File: config.mk
export PLATFORM = sky130hd
export DESIGN_NAME = lrp_host_ctrl
export DESIGN_NICKNAME = d
export VERILOG_FILES = /design/src/rtl/lrp_pkg.sv /design/src/rtl/lrp_down_counter.sv /design/src/rtl/lrp_host_ctrl.sv
export SDC_FILE = /design/constraint.sdc
export NUM_CORES = 1
export LEC_CHECK = 0
export ABC_AREA = 1
export ABC_CLOCK_PERIOD_IN_PS = 1750
export BUFFER_PORTS_ARGS = -buffer_cell sky130_fd_sc_hd__buf_2
export CAP_MARGIN = 10
export CORE_ASPECT_RATIO = 0.8
export CORE_UTILIZATION = 55
export CTS_BUF_LIST = sky130_fd_sc_hd__clkbuf_4
export DETAILED_ROUTE_END_ITERATION = 10
export GPL_TIMING_DRIVEN = 0
export HOLD_SLACK_MARGIN = 0.03
export MAX_ROUTING_LAYER = met4
export PLACE_DENSITY_LB_ADDON = 0.3
export SYNTH_ARGS = -nofsm -noshare
export SYNTH_HDL_FRONTEND = slang
export SYNTH_SLANG_ARGS = --single-unit
File: constraint.sdc
create_clock -name clk -period 1.75 [get_ports clk]
set_input_delay 0 -clock clk [delete_from_list [all_inputs] [get_ports clk]]
set_output_delay 0 -clock clk [all_outputs]
set_load 0.1 [all_outputs]
File: src/rtl/lrp_pkg.sv
// Package holding command encodings, states and timing constants of the refresh/power controller.
package lrp_pkg;

   // ==========================================================
   // Clock and timing
   // ==========================================================
   localparam int CLK_PERIOD_NS = 40;
   localparam int REFRESH_CYCLE_TIME_NS = 72;
   localparam int SELF_REFRESH_EXIT_TIME_NS = 112;
   localparam int POWER_DOWN_EXIT_TIME_NS = 25;
   localparam int PRECHARGE_TIME_NS = 15;
   localparam int REFRESH_INTERVAL_NS = 7800;
   localparam int BUS_QUIET_US = 200;
   localparam int MIN_NOP_CYCLES = 2;

   // Least times round up, longest time rounds down, none below one cycle.
   localparam int RFC_CYC = (REFRESH_CYCLE_TIME_NS + CLK_PERIOD_NS - 1) / CLK_PERIOD_NS;
   localparam int XSR_RAW = (SELF_REFRESH_EXIT_TIME_NS + CLK_PERIOD_NS - 1) / CLK_PERIOD_NS;
   localparam int XSR_CYC = (XSR_RAW < MIN_NOP_CYCLES) ? MIN_NOP_CYCLES : XSR_RAW;
   localparam int XP_RAW = (POWER_DOWN_EXIT_TIME_NS + CLK_PERIOD_NS - 1) / CLK_PERIOD_NS;
   localparam int XP_CYC = (XP_RAW < 1) ? 1 : XP_RAW;
   localparam int RP_RAW = (PRECHARGE_TIME_NS + CLK_PERIOD_NS - 1) / CLK_PERIOD_NS;
   localparam int RP_CYC = (RP_RAW < 1) ? 1 : RP_RAW;
   localparam int REFI_CYC = REFRESH_INTERVAL_NS / CLK_PERIOD_NS;
   localparam int QUIET_CYC = (BUS_QUIET_US * 1000 + CLK_PERIOD_NS - 1) / CLK_PERIOD_NS;
   localparam int RESTART_CYC = 1;
   // Cycles from refresh due to the refresh command: precharge, then refresh.
   localparam int REFI_LEAD_CYC = 2;

   // ==========================================================
   // Counters and command pins
   // ==========================================================
   localparam int CNT_W = 16;
   localparam int ADDR_W = 14;
   localparam int ALL_BANKS_BIT = 10;

   // Command pins {cs_n, ras_n, cas_n, we_n}.
   localparam logic [3:0] CMD_DESELECT = 4'hF;
   localparam logic [3:0] CMD_NOP = 4'h7;
   localparam logic [3:0] CMD_PRECHARGE = 4'h2;
   localparam logic [3:0] CMD_REFRESH = 4'h1;
   localparam logic [3:0] CMD_DEEP_SLEEP = 4'h6;

   typedef enum logic [2:0] {
      LRP_REQ_NONE,
      LRP_REQ_SELF_REFRESH,
      LRP_REQ_POWER_DOWN,
      LRP_REQ_DEEP_SLEEP,
      LRP_REQ_CLOCK_STOP
   } lrp_req_e;

   typedef enum {
      ST_IDLE,
      ST_PRECHARGE,
      ST_PRE_WAIT,
      ST_REFRESH,
      ST_SELF,
      ST_POWER_DOWN,
      ST_DEEP_SLEEP,
      ST_CLK_STOP,
      ST_EXIT_WAIT
   } lrp_state_e;

endpackage

File: src/rtl/lrp_down_counter.sv
// Loadable down counter that flags when its count has run out.
`timescale 1ns/10ps

module lrp_down_counter
   import lrp_pkg::*;
(
   // Clock and reset.
   input wire logic clk,
   input wire logic rst_n,
   // Control.
   input wire logic load,
   input wire logic [CNT_W-1:0] load_value,
   // Status.
   output logic done
);

   logic [CNT_W-1:0] count_r;
   logic [CNT_W-1:0] count_nxt;

   // Next count: load wins, otherwise step down to zero and hold.
   assign count_nxt = load ? load_value : ((count_r != '0) ? count_r - 1'b1 : count_r);
   assign done = (count_r == '0);

   // Count register.
   always_ff @(posedge clk or negedge rst_n) begin
      if (!rst_n) begin
         count_r <= '0;
      end else begin
         count_r <= count_nxt;
      end
   end

endmodule

File: src/rtl/lrp_host_ctrl.sv
// Controller that drives refresh, self refresh, power-down, deep sleep and clock stop of a low-power DRAM.
`timescale 1ns/10ps

// Summary of operation
// - Issue one refresh command per needed refresh.
// - Only NOP or inhibit during refresh cycle.
// - Clock enable high throughout auto refresh.
// - Precharge all banks before refreshing.
// - Refresh encoding with enable low: self refresh.
// - All banks idle before self refresh.
// - Hold enable low to stay self refreshing.
// - Exit: clock runs, enable high, NOP wait.
// - Self refresh never replaces auto refresh.
// - Exit power-down with NOP, wait exit time.
// - No power-down while column access runs.
// - Power-down length bounded by refresh needs.
// - Deep sleep encoding with enable low, idle banks.
// - Deep sleep exit needs full reinitialisation.
// - Data bus kept quiet after deep sleep exit.
// - Frequency change only with timings met.
// - Finish all operations before clock stop.
// - Clock stop: enable high, clock low, complement high.
// - One cycle and NOP after clock restart.
// - Wait precharge time before further bank use.
module lrp_host_ctrl
   import lrp_pkg::*;
#(
   parameter int QUIET_CYCLES = QUIET_CYC
)
(
   // Clock and reset.
   input wire logic clk,
   input wire logic rst_n,
   // User requests.
   input wire logic [2:0] mode_req,
   input wire logic wake_req,
   input wire logic access_busy,
   // User status.
   output logic idle,
   output logic in_low_power,
   output logic refresh_pulse,
   output logic needs_init,
   output logic bus_quiet_hold,
   // Device pins.
   output logic ck,
   output logic complement_clock,
   output logic cke,
   output logic cs_n,
   output logic ras_n,
   output logic cas_n,
   output logic we_n,
   output logic [ADDR_W-1:0] addr
);

   // ==========================================================
   // State and registers
   // ==========================================================
   // Sequencer state and the pending low-power request.
   lrp_state_e state_r;
   lrp_state_e state_nxt;
   lrp_req_e pending_r;
   lrp_req_e pending_nxt;
   // Pin and status registers.
   logic [3:0] cmd_r;
   logic [3:0] cmd_nxt;
   logic cke_r;
   logic cke_nxt;
   logic clk_run_r;
   logic clk_run_nxt;
   logic ck_r;
   logic ck_nxt;
   logic ck_n_r;
   logic ck_n_nxt;
   logic a10_r;
   logic a10_nxt;
   logic refresh_pulse_r;
   logic needs_init_r;
   logic needs_init_nxt;
   logic in_low_r;
   logic idle_r;
   logic quiet_r;
   // Refresh interval counter.
   logic [CNT_W-1:0] refi_r;
   logic [CNT_W-1:0] refi_nxt;
   // Wait timer load and status.
   logic [CNT_W-1:0] wait_load_value;
   logic wait_load;
   logic wait_done;
   // Quiet-bus counter.
   logic [31:0] quiet_cnt_r;
   logic quiet_start;

   // ==========================================================
   // Request decode
   // ==========================================================
   // The interval counter is loaded short by the lead from due to command, so that
   // refreshes issued from idle land no more than one interval apart.
   wire refresh_due = (refi_r == '0);
   // Codes above clock stop are not modes and are ignored.
   wire lp_req = (mode_req != 3'(LRP_REQ_NONE)) && (mode_req <= 3'(LRP_REQ_CLOCK_STOP));
   // A running column access or burst holds off every low-power entry.
   wire lp_allowed = lp_req && !access_busy;
   // Low-power status follows the state being entered, so the flag and the parked
   // clock change at the same edge.
   wire next_is_lp = (state_nxt == ST_SELF) || (state_nxt == ST_POWER_DOWN) ||
                     (state_nxt == ST_DEEP_SLEEP) || (state_nxt == ST_CLK_STOP);

   // Wait timer shared by precharge, refresh and exit waits.
   // A load of zero finishes in the next cycle, so a one-cycle wait costs nothing extra.
   lrp_down_counter u_wait (
      .clk(clk),
      .rst_n(rst_n),
      .load(wait_load),
      .load_value(wait_load_value),
      .done(wait_done)
   );

   // ==========================================================
   // Sequencer
   // ==========================================================
   // Every command is one cycle wide; a precharge is followed at once by a pending refresh,
   // self refresh or deep sleep command, and every other command by NOP or deselect.
   // The shared wait timer is loaded with one less than the cycles to wait, except for the clock restart, which loads RESTART_CYC,
   // because the state that loads it counts as the first cycle.
   // Next-state logic; each step holds NOP until its timer runs out.
   always_comb begin
      state_nxt = state_r;
      pending_nxt = pending_r;
      cmd_nxt = CMD_NOP;
      cke_nxt = cke_r;
      clk_run_nxt = clk_run_r;
      a10_nxt = 1'b0;
      needs_init_nxt = needs_init_r;
      wait_load = 1'b0;
      wait_load_value = '0;
      refi_nxt = refresh_due ? refi_r : refi_r - 1'b1;
      case (state_r)
         ST_IDLE: begin
            if (refresh_due || lp_allowed) begin
               // Close every row before refresh or any sleep mode.
               pending_nxt = refresh_due ? LRP_REQ_NONE : lrp_req_e'(mode_req);
               cmd_nxt = CMD_PRECHARGE;
               a10_nxt = 1'b1;
               state_nxt = ST_PRE_WAIT;
               wait_load = 1'b1;
               wait_load_value = CNT_W'(RP_CYC - 1);
            end
         end
         // Precharge time has passed: issue what the pending request asked for.
         ST_PRE_WAIT: begin
            if (wait_done) begin
               case (pending_r)
                  // Refresh reloads the interval counter at the command.
                  LRP_REQ_NONE: begin
                     cmd_nxt = CMD_REFRESH;
                     refi_nxt = CNT_W'(REFI_CYC - REFI_LEAD_CYC);
                     state_nxt = ST_REFRESH;
                     wait_load = 1'b1;
                     wait_load_value = CNT_W'(RFC_CYC - 1);
                  end
                  // Refresh encoding with enable low starts self refresh.
                  LRP_REQ_SELF_REFRESH: begin
                     cmd_nxt = CMD_REFRESH;
                     cke_nxt = 1'b0;
                     state_nxt = ST_SELF;
                  end
                  // Enable low with NOP gives precharge power-down, all rows being closed.
                  LRP_REQ_POWER_DOWN: begin
                     cke_nxt = 1'b0;
                     state_nxt = ST_POWER_DOWN;
                  end
                  // Array data is lost here, so the user must run a full init afterwards.
                  LRP_REQ_DEEP_SLEEP: begin
                     cmd_nxt = CMD_DEEP_SLEEP;
                     cke_nxt = 1'b0;
                     needs_init_nxt = 1'b1;
                     state_nxt = ST_DEEP_SLEEP;
                  end
                  // The clock parks low at this edge while enable stays high.
                  LRP_REQ_CLOCK_STOP: begin
                     clk_run_nxt = 1'b0;
                     state_nxt = ST_CLK_STOP;
                  end
                  default: begin
                     state_nxt = ST_IDLE;
                  end
               endcase
            end
         end
         ST_REFRESH: begin
            // Enable stays high and only NOP goes out during the refresh cycle.
            if (wait_done) begin
               state_nxt = ST_IDLE;
            end
         end
         // The device keeps its data alone; only the enable pin matters here.
         ST_SELF: begin
            cmd_nxt = CMD_DESELECT;
            if (wake_req) begin
               cmd_nxt = CMD_NOP;
               cke_nxt = 1'b1;
               state_nxt = ST_EXIT_WAIT;
               wait_load = 1'b1;
               wait_load_value = CNT_W'(XSR_CYC - 1);
               // Self refresh intervals are unknown, so a refresh follows at once.
               refi_nxt = '0;
            end
         end
         // Power-down is left early when a refresh falls due.
         ST_POWER_DOWN: begin
            cmd_nxt = CMD_DESELECT;
            if (wake_req || refresh_due) begin
               cmd_nxt = CMD_NOP;
               cke_nxt = 1'b1;
               state_nxt = ST_EXIT_WAIT;
               wait_load = 1'b1;
               wait_load_value = CNT_W'(XP_CYC - 1);
            end
         end
         // Deep sleep ignores refresh: the array holds nothing worth keeping.
         ST_DEEP_SLEEP: begin
            cmd_nxt = CMD_DESELECT;
            if (wake_req) begin
               cmd_nxt = CMD_NOP;
               cke_nxt = 1'b1;
               state_nxt = ST_EXIT_WAIT;
               wait_load = 1'b1;
               wait_load_value = CNT_W'(XP_CYC - 1);
            end
         end
         // The restart wait gives one full cycle and NOP before any command.
         ST_CLK_STOP: begin
            cmd_nxt = CMD_DESELECT;
            if (wake_req || refresh_due) begin
               clk_run_nxt = 1'b1;
               state_nxt = ST_EXIT_WAIT;
               wait_load = 1'b1;
               wait_load_value = CNT_W'(RESTART_CYC);
            end
         end
         // NOP holds until the exit time of the mode just left has run.
         ST_EXIT_WAIT: begin
            if (wait_done) begin
               state_nxt = ST_IDLE;
            end
         end
         // Unused state codes fall back to idle.
         default: begin
            state_nxt = ST_IDLE;
         end
      endcase
   end

   // Deep sleep exit starts the data bus quiet period.
   // It starts at the wake edge, as the device may drive the data bus from then.
   assign quiet_start = (state_r == ST_DEEP_SLEEP) && wake_req;

   // ==========================================================
   // Flip-flops
   // ==========================================================
   // Sequencer and pin registers.
   // Pins reset to NOP with enable high, a safe state for the device.
   always_ff @(posedge clk or negedge rst_n) begin
      if (!rst_n) begin
         state_r <= ST_IDLE;
         pending_r <= LRP_REQ_NONE;
         cmd_r <= CMD_NOP;
         cke_r <= 1'b1;
         clk_run_r <= 1'b1;
         a10_r <= 1'b0;
         refi_r <= CNT_W'(REFI_CYC - REFI_LEAD_CYC);
         needs_init_r <= 1'b0;
      end else begin
         state_r <= state_nxt;
         pending_r <= pending_nxt;
         cmd_r <= cmd_nxt;
         cke_r <= cke_nxt;
         clk_run_r <= clk_run_nxt;
         a10_r <= a10_nxt;
         refi_r <= refi_nxt;
         needs_init_r <= needs_init_nxt && !(state_r == ST_IDLE && !wake_req);
      end
   end

   // Device clock: divide by two while running, parked low when stopped.
   // Both phases come from flip-flops so the pair never skews by a gate delay.
   assign ck_nxt = clk_run_nxt ? !ck_r : 1'b0;
   assign ck_n_nxt = clk_run_nxt ? ck_r : 1'b1;

   // Clock pair registers.
   always_ff @(posedge clk or negedge rst_n) begin
      if (!rst_n) begin
         ck_r <= 1'b0;
         ck_n_r <= 1'b1;
      end else begin
         ck_r <= ck_nxt;
         ck_n_r <= ck_n_nxt;
      end
   end

   // Status registers.
   // Idle and low-power follow the next state, so they change with the pins.
   always_ff @(posedge clk or negedge rst_n) begin
      if (!rst_n) begin
         refresh_pulse_r <= 1'b0;
         in_low_r <= 1'b0;
         idle_r <= 1'b0;
      end else begin
         refresh_pulse_r <= (cmd_nxt == CMD_REFRESH) && cke_nxt;
         in_low_r <= next_is_lp;
         idle_r <= (state_nxt == ST_IDLE);
      end
   end

   // Quiet-bus counter after deep sleep exit.
   // The hold is counted in system cycles; a slower clock needs a smaller count.
   always_ff @(posedge clk or negedge rst_n) begin
      if (!rst_n) begin
         quiet_cnt_r <= '0;
         quiet_r <= 1'b0;
      end else begin
         quiet_cnt_r <= quiet_start ? 32'(QUIET_CYCLES) : ((quiet_cnt_r != '0) ? quiet_cnt_r - 1'b1 : quiet_cnt_r);
         quiet_r <= quiet_start || (quiet_cnt_r > 32'h00000001);
      end
   end

   // ==========================================================
   // Outputs
   // ==========================================================
   // Pins and status come straight from their registers.
   assign {cs_n, ras_n, cas_n, we_n} = cmd_r;
   assign cke = cke_r;
   assign ck = ck_r;
   assign complement_clock = ck_n_r;
   // Only the all-banks bit of the address carries meaning; the rest stay low.
   assign addr = ADDR_W'({a10_r, {ALL_BANKS_BIT{1'b0}}});
   assign refresh_pulse = refresh_pulse_r;
   assign needs_init = needs_init_r;
   assign in_low_power = in_low_r;
   assign idle = idle_r;
   assign bus_quiet_hold = quiet_r;

endmodule

# [After elaboration in Yosys (flattened, before gate mapping)]
# Index checks and enable logic that the tools add are counted.
[totals] reg_bits=113 input_bits=7 out_inout_bits=26
[op_classes] addsub=3 magnitude_cmp=2 n_eq_ne=17 n_mux=49 reduce_logical=33
[op_table] op="32-bit two-way mux" n=7
[op_table] op="32-bit by 4-bit equality test with 1-bit output (second input constant)" n=6
[op_table] op="32-bit one-hot mux with 5 select lines" n=1
[op_table] op="32-bit by 3-bit equality test with 1-bit output (second input constant)" n=4
[op_table] op="32-bit logical NOT" n=3
[op_table] op="16-bit two-way mux" n=6
[op_table] op="32-bit by 2-bit equality test with 1-bit output (second input constant)" n=2
[op_table] op="32-bit by 1-bit greater-than comparator with 1-bit output (second input constant)" n=1
[op_table] op="16-bit logical NOT" n=2
[op_table] op="16-bit one-hot mux with 2 select lines" n=1
[op_table] op="32-bit nonzero test" n=1
[op_table] op="16-bit by 1-bit subtractor with 16-bit output (second input constant)" n=2
[op_table] op="32-bit by 1-bit subtractor with 32-bit output (second input constant)" n=1
[op_table] op="1-bit two-way mux" n=21
[op_table] op="4-bit one-hot mux with 5 select lines" n=1
[op_table] op="16-bit nonzero test" n=1
[op_table] op="3-bit one-hot mux with 5 select lines" n=1
[op_table] op="3-bit two-way mux" n=3
[op_table] op="4-bit two-way mux" n=2
[op_table] op="2-bit OR reduction" n=4
[op_table] op="3-bit by 2-bit equality test with 1-bit output (second input constant)" n=2
[op_table] op="1-bit logical AND" n=6
[op_table] op="1-bit logical OR" n=6
[op_table] op="2-bit one-hot mux with 3 select lines" n=1
[op_table] op="other kinds (15)" n=19

# [Depth between registers and ports, before layout]
[logic_depth] depth_word=10 depth_mapped=14

# [Modules after synthesis]
# From an unflattened synthesis, not the netlist that was laid out.
[unflattened] cells_unflattened=736 area_unflattened_um2=5935.7
[by_module_without_submodules] mod="lrp_host_ctrl" n_inst=1 cells_each=568 area_per_inst_um2=4817.1 seq_area_each_um2=2438.6
[by_module_without_submodules] mod="lrp_down_counter" n_inst=1 cells_each=168 area_per_inst_um2=1118.6 seq_area_each_um2=400.4

# [Worst setup path after synthesis]
# No wires, ideal clock.
[synth_path] path_type="flip-flop to flip-flop" from="register refi_r[0]" to="register u_wait.count_r[0]" setup_time_ns=0.078 arrival_time_ns=1.849 setup_slack_ns=-0.177 path_stages_with_launch=13 synth_period_minus_slack_ns=1.927 cell_sequence="dfstp_2 inv_1 ha_1 nand2_2 nor2_4 nand2_4 inv_2 nor2_4 nor2_2 nor3_2 nand3_4 buf_6 o21bai_1"
[synth_between] elab_chain_cells=5 elab_cells_between_ends=10 classes_between="mux (6); reduce/logical (4)"
[synth_rtl] element="start, declared" line="lrp_host_ctrl.sv:83" text="logic [CNT_W-1:0] refi_r;"
[synth_rtl] element="start signal, assigned" line="lrp_host_ctrl.sv:271" text="refi_r <= CNT_W'(REFI_CYC - REFI_LEAD_CYC);"
[synth_rtl] element="start signal, assigned" line="lrp_host_ctrl.sv:280" text="refi_r <= refi_nxt;"
[synth_rtl] element="16-bit logical NOT *" line="lrp_host_ctrl.sv:98" text="wire refresh_due = (refi_r == '0);"
[synth_rtl] element="1-bit logical OR, on equally long branches" line="lrp_host_ctrl.sv:212, lrp_host_ctrl.sv:234, lrp_host_ctrl.sv:139"
[synth_rtl] element="1-bit two-way mux, on equally long branches" line="lrp_host_ctrl.sv:212, lrp_host_ctrl.sv:234, lrp_host_ctrl.sv:139"
[synth_rtl] element="1-bit one-hot mux with 4 select lines or 2-bit one-hot mux with 3 select lines (tied branches)" line="lrp_host_ctrl.sv:137" text="case (state_r)"
[synth_rtl] element="16-bit two-way mux or 2-bit nonzero test (tied branches)"
[synth_rtl] element="end signal, assigned" line="lrp_down_counter.sv:29" text="count_r <= count_nxt;"
[synth_rtl] element="end, declared" line="lrp_down_counter.sv:17" text="logic [CNT_W-1:0] count_r;"
# Every way passes the cells marked *; elsewhere a longest branch is shown, timed or not.
# A chain may end at the register's enable or synchronous reset.

# [Worst setup path in the final report]
[layout_path] from="register pending_r[1]" to="register refi_r[14]"
[layout_between] elab_chain_cells=4
[layout_rtl] element="start, declared" line="lrp_host_ctrl.sv:61" text="lrp_req_e pending_r;"
[layout_rtl] element="start signal, assigned" line="lrp_host_ctrl.sv:275" text="pending_r <= pending_nxt;"
[layout_rtl] element="3-bit logical NOT" line="lrp_host_ctrl.sv:152" text="case (pending_r)"
[layout_rtl] element="16-bit two-way mux" line="lrp_host_ctrl.sv:152"
[layout_rtl] element="16-bit two-way mux" line="lrp_host_ctrl.sv:151" text="if (wait_done) begin"
[layout_rtl] element="16-bit one-hot mux with 2 select lines" line="lrp_host_ctrl.sv:137"
[layout_rtl] element="via refi_nxt[14]" line="lrp_host_ctrl.sv:84" text="logic [CNT_W-1:0] refi_nxt;"
# The timed path passes the listed nets, and every way through them passes these cells.

==> results_dict.tcl <==
set metrics [dict create \
    clk_latency_ns 0.54 \
    wl_um 19100 \
    antenna_found_initial 0 \
    worst_slack_ns -0.513 \
    drt_pre_antenna_iters 6 \
    synth_seq_cells 113 \
    r2r-start "pending_r[1]$_DFFE_PN0P_" \
    fin_tns_setup_ns -11.79 \
    ios 33 \
    synth_flop_cell "dfrtp_1" \
    ir_worst_vdd_mv 0.538 \
    grt_pass1_wl_um 23300 \
    tightest_slew_ns 0.753 \
    final_nets 890 \
    p_leak_nw 3.88 \
    dp_hpwl_um 8380 \
    synth_edf_count 0 \
    p_switching_w 0.00249 \
    hold_violations 0 \
    swShare_pct 35.2 \
    clock.fmax_mhz 442 \
    reg2reg_depth 6 \
    drive_gt1_share_pct 41.3 \
    cts.sinks 113 \
    grt_max_degree 60 \
    grt_usage_pct 29.3 \
    drv_slew 0 \
    syn-instance-count 691 \
    avgSynthCellArea_um2 8.27 \
    cp.required_ns 2.14 \
    h-tree-depth 4 \
    placementRows 32 \
    reg2reg_to "refi_r[14]$_DFF_PN0_" \
    min_period_ns 2.26 \
    setup_viol 59 \
    async_flop_share_pct 100 \
    worstSetupEndpoint "refi_r[14]$_DFF_PN0_" \
    syn_area_um2 5710 \
    place_area_um2 6190 \
    routabilityCongestion 0.933 \
    area_delta_synth_final_pct 43.1 \
    num_vias 5972 \
    finalCritPeriodShare_pct 129 \
    clock_path_buffers 2 \
    die_w_um 116 \
    combPwrFrac_pct 25.4 \
    synth_cell_types 45 \
    hold_path.class "in -> async" \
    crit_start "pending_r[1]$_DFFE_PN0P_" \
    outcome "finished with violations" \
    overflow 0 \
    synth_top_area_cell "dfrtp_1" \
    max_cap_viol_count 0 \
    synth_top_area_share_pct 45.6 \
    wl_per_cell_um 18.6 \
    violations "setup timing" \
    dieArea_um2 10800 \
    p_int_w 0.00458 \
    io_buffers 19 \
    fin_skew_ns 0.0251 \
    synthTopCellsByArea "dfrtp_1, nor2_1, nand2_1, inv_1, dfstp_2" \
    r2r_slack_ns -0.51 \
    cp.arrival_ns 2.65 \
    cts_tree "done" \
    dieHeight_um 93.2 \
    path_class "reg -> reg" \
    start_util_pct 58.0 \
    rsz0062_at_grt "true" \
    cts_root_buf "clkbuf_4" \
    numCtsBuffers 17 \
    grt_pass1_vias 5039 \
    path_clk_slew_ns 0.10 \
    core_um2 9850 \
    routed_via_density 5.81 \
    fillCellCount 539 \
    start_kind "flip-flop" \
    critPathCaptureType "flip-flop" \
    p_per_area_nw_per_um2 866 \
    drc 0 \
    slew_headroom_pct 49.8 \
    worst-path-max-fanout 6 \
    stdcell_area_um2 8170 \
    drtIter0Drc 888 \
    pwr-share-clk_pct 29.1 \
    diodes 0 \
    power_frac_seq_pct 45.5 \
    yosysSeqAreaShare_pct 49.7 \
    postRouteAntennaNets 0 \
    yosys_warnings 0 \
]
-- worst min path at each step --
stage	end	slack (ns)	startpoint
global route	refi_r[9]$_DFF_PN0_	0.12	rst_n
detailed placement	u_wait.count_r[4]$_DFFE_PN0P_	0.09	rst_n
floorplan	a10_r$_DFF_PN0_	-0.30	rst_n
global placement	pending_r[0]$_DFFE_PN0P_	0.26	mode_req[0]
finish	u_wait.count_r[4]$_DFFE_PN0P_	0.07	rst_n
CTS	a10_r$_DFF_PN0_	0.04	access_busy
-- worst max-delay path, cell delays in order (launching register included) --
cell and delay, ns:
dfrtp_1 0.45, nor2_2 0.29, inv_1 0.19, nor2_1 0.43
nand2_1 0.21, a211oi_4 0.45, nor3_1 0.11
-- final cells by class --
type | instances | area [um^2] | share of cell area [%]
timing repair buffer | 129 | 1050 | 12.8
multi-input combinational | 502 | 3270 | 40.0
inverter | 98 | 398 | 4.87
buffer | 18 | 154 | 1.88
sequential | 113 | 2850 | 34.8
clock buffer | 17 | 128 | 1.56
tap | 136 | 170 | 2.08
clock inverter | 15 | 166 | 2.04
-- kinds of logic (layout without fill, tap and decap cells) --
family | count (synthesis) | in the layout | share of synthesized area, %
buffers and inverters | 116 | 277 | 8.94
AOI/OAI and AO/OA | 85 | 85 | 8.50
DFF | 113 | 113 | 49.7
xor gates and xnor gates | 25 | 25 | 3.83
and+or+nand+nor | 347 | 347 | 28.1
adders and majority gates | 4 | 4 | 0.876
other | 1 | 41 | 0.0656
-- synthesized netlist by cell type (2+ instances only) --
cell type	n
o22ai_1	2
o31ai_1	2
inv_2	7
nor3b_1	6
nand3_2	3
nor2_4	4
dfstp_2	9
nand3_1	31
nand2_2	2
a211oi_1	2
buf_4	16
ha_1	4
nor3_2	2
nand2_1	102
dfrtp_1	104
a31o_2	2
xnor2_1	7
a21o_1	2
a21oi_1	26
o21ai_1	4
xor2_1	18
buf_6	2
o21ai_0	34
nor2_1	131
o21bai_1	3
nor3_1	22
inv_1	91
nor2_2	12
nor4_1	7
nand4_1	18
nor3_4	2
-- stage by stage --
stage | hold WS [ns] | cells | setup WS (ns) | total power (W) | util, %
after floorplan | -0.296 | 731 | -0.0956 | 0.00394 | -
after global placement | 0.264 | 886 | -0.535 | 0.00411 | 62.6
after detailed placement | 0.0933 | 887 | -0.344 | 0.00418 | 62.9
after CTS | 0.0439 | 982 | -0.127 | 0.00654 | 74.6
after global routing | 0.118 | 1028 | -0.686 | 0.00732 | 83.0
final | 0.0740 | 1028 | -0.513 | 0.00708 | 83.0
-- layer usage --
layer / wire (um) / track usage, %
met5: 0 / -
met4: 1360 / 12.8
met3: 1650 / 7.84
met2: 9080 / 46.3
met1: 7050 / 35.5
-- flip-flops by register name, summed over array words and instances (netlist names), 3 cells and up --
register,count
refi_r,16
pending_r,3
cmd_r,4
u_wait.count_r,16
quiet_cnt_r,32
state_r,32
-- repair_timing --
action / CTS / global route
hold buffers: 5 / 1
setup buffers: 57 / 45
endpoints found under the hold margin: 101 / 1
pin swaps: 48 / 50
gates resized for setup: 98 / 142
setup endpoints to repair: 77 / 82
cloned: 1 / 1
-- cell usage in the layout, fill, tap and decap left out, types with 16 or more instances in the layout --
master | netlist | routed
inv_1 | 91 | 75
inv_2 | 7 | 16
buf_2 | 0 | 18
dfrtp_1 | 104 | 98
o21ai_0 | 34 | 18
buf_4 | 16 | 104
conb_1 | 1 | 41
nor2_1 | 131 | 85
nand3_1 | 31 | 19
nor2_2 | 12 | 29
nand2_1 | 102 | 81
nor2_4 | 4 | 33
clkbuf_4 | 0 | 17
xor2_1 | 18 | 18
nand4_1 | 18 | 18
-- power groups by stage --
stage / logic [W] / registers, W / clock network (W)
2_1_floorplan: 0.000815 / 0.00312 / 0
3_3_place_gp: 0.000951 / 0.00316 / 0
3_5_place_dp: 0.00101 / 0.00317 / 0
4_1_cts: 0.00138 / 0.00312 / 0.00204
5_1_grt: 0.00190 / 0.00323 / 0.00219
6_report: 0.00179 / 0.00322 / 0.00206
Power figures use the tool's default switching activity.
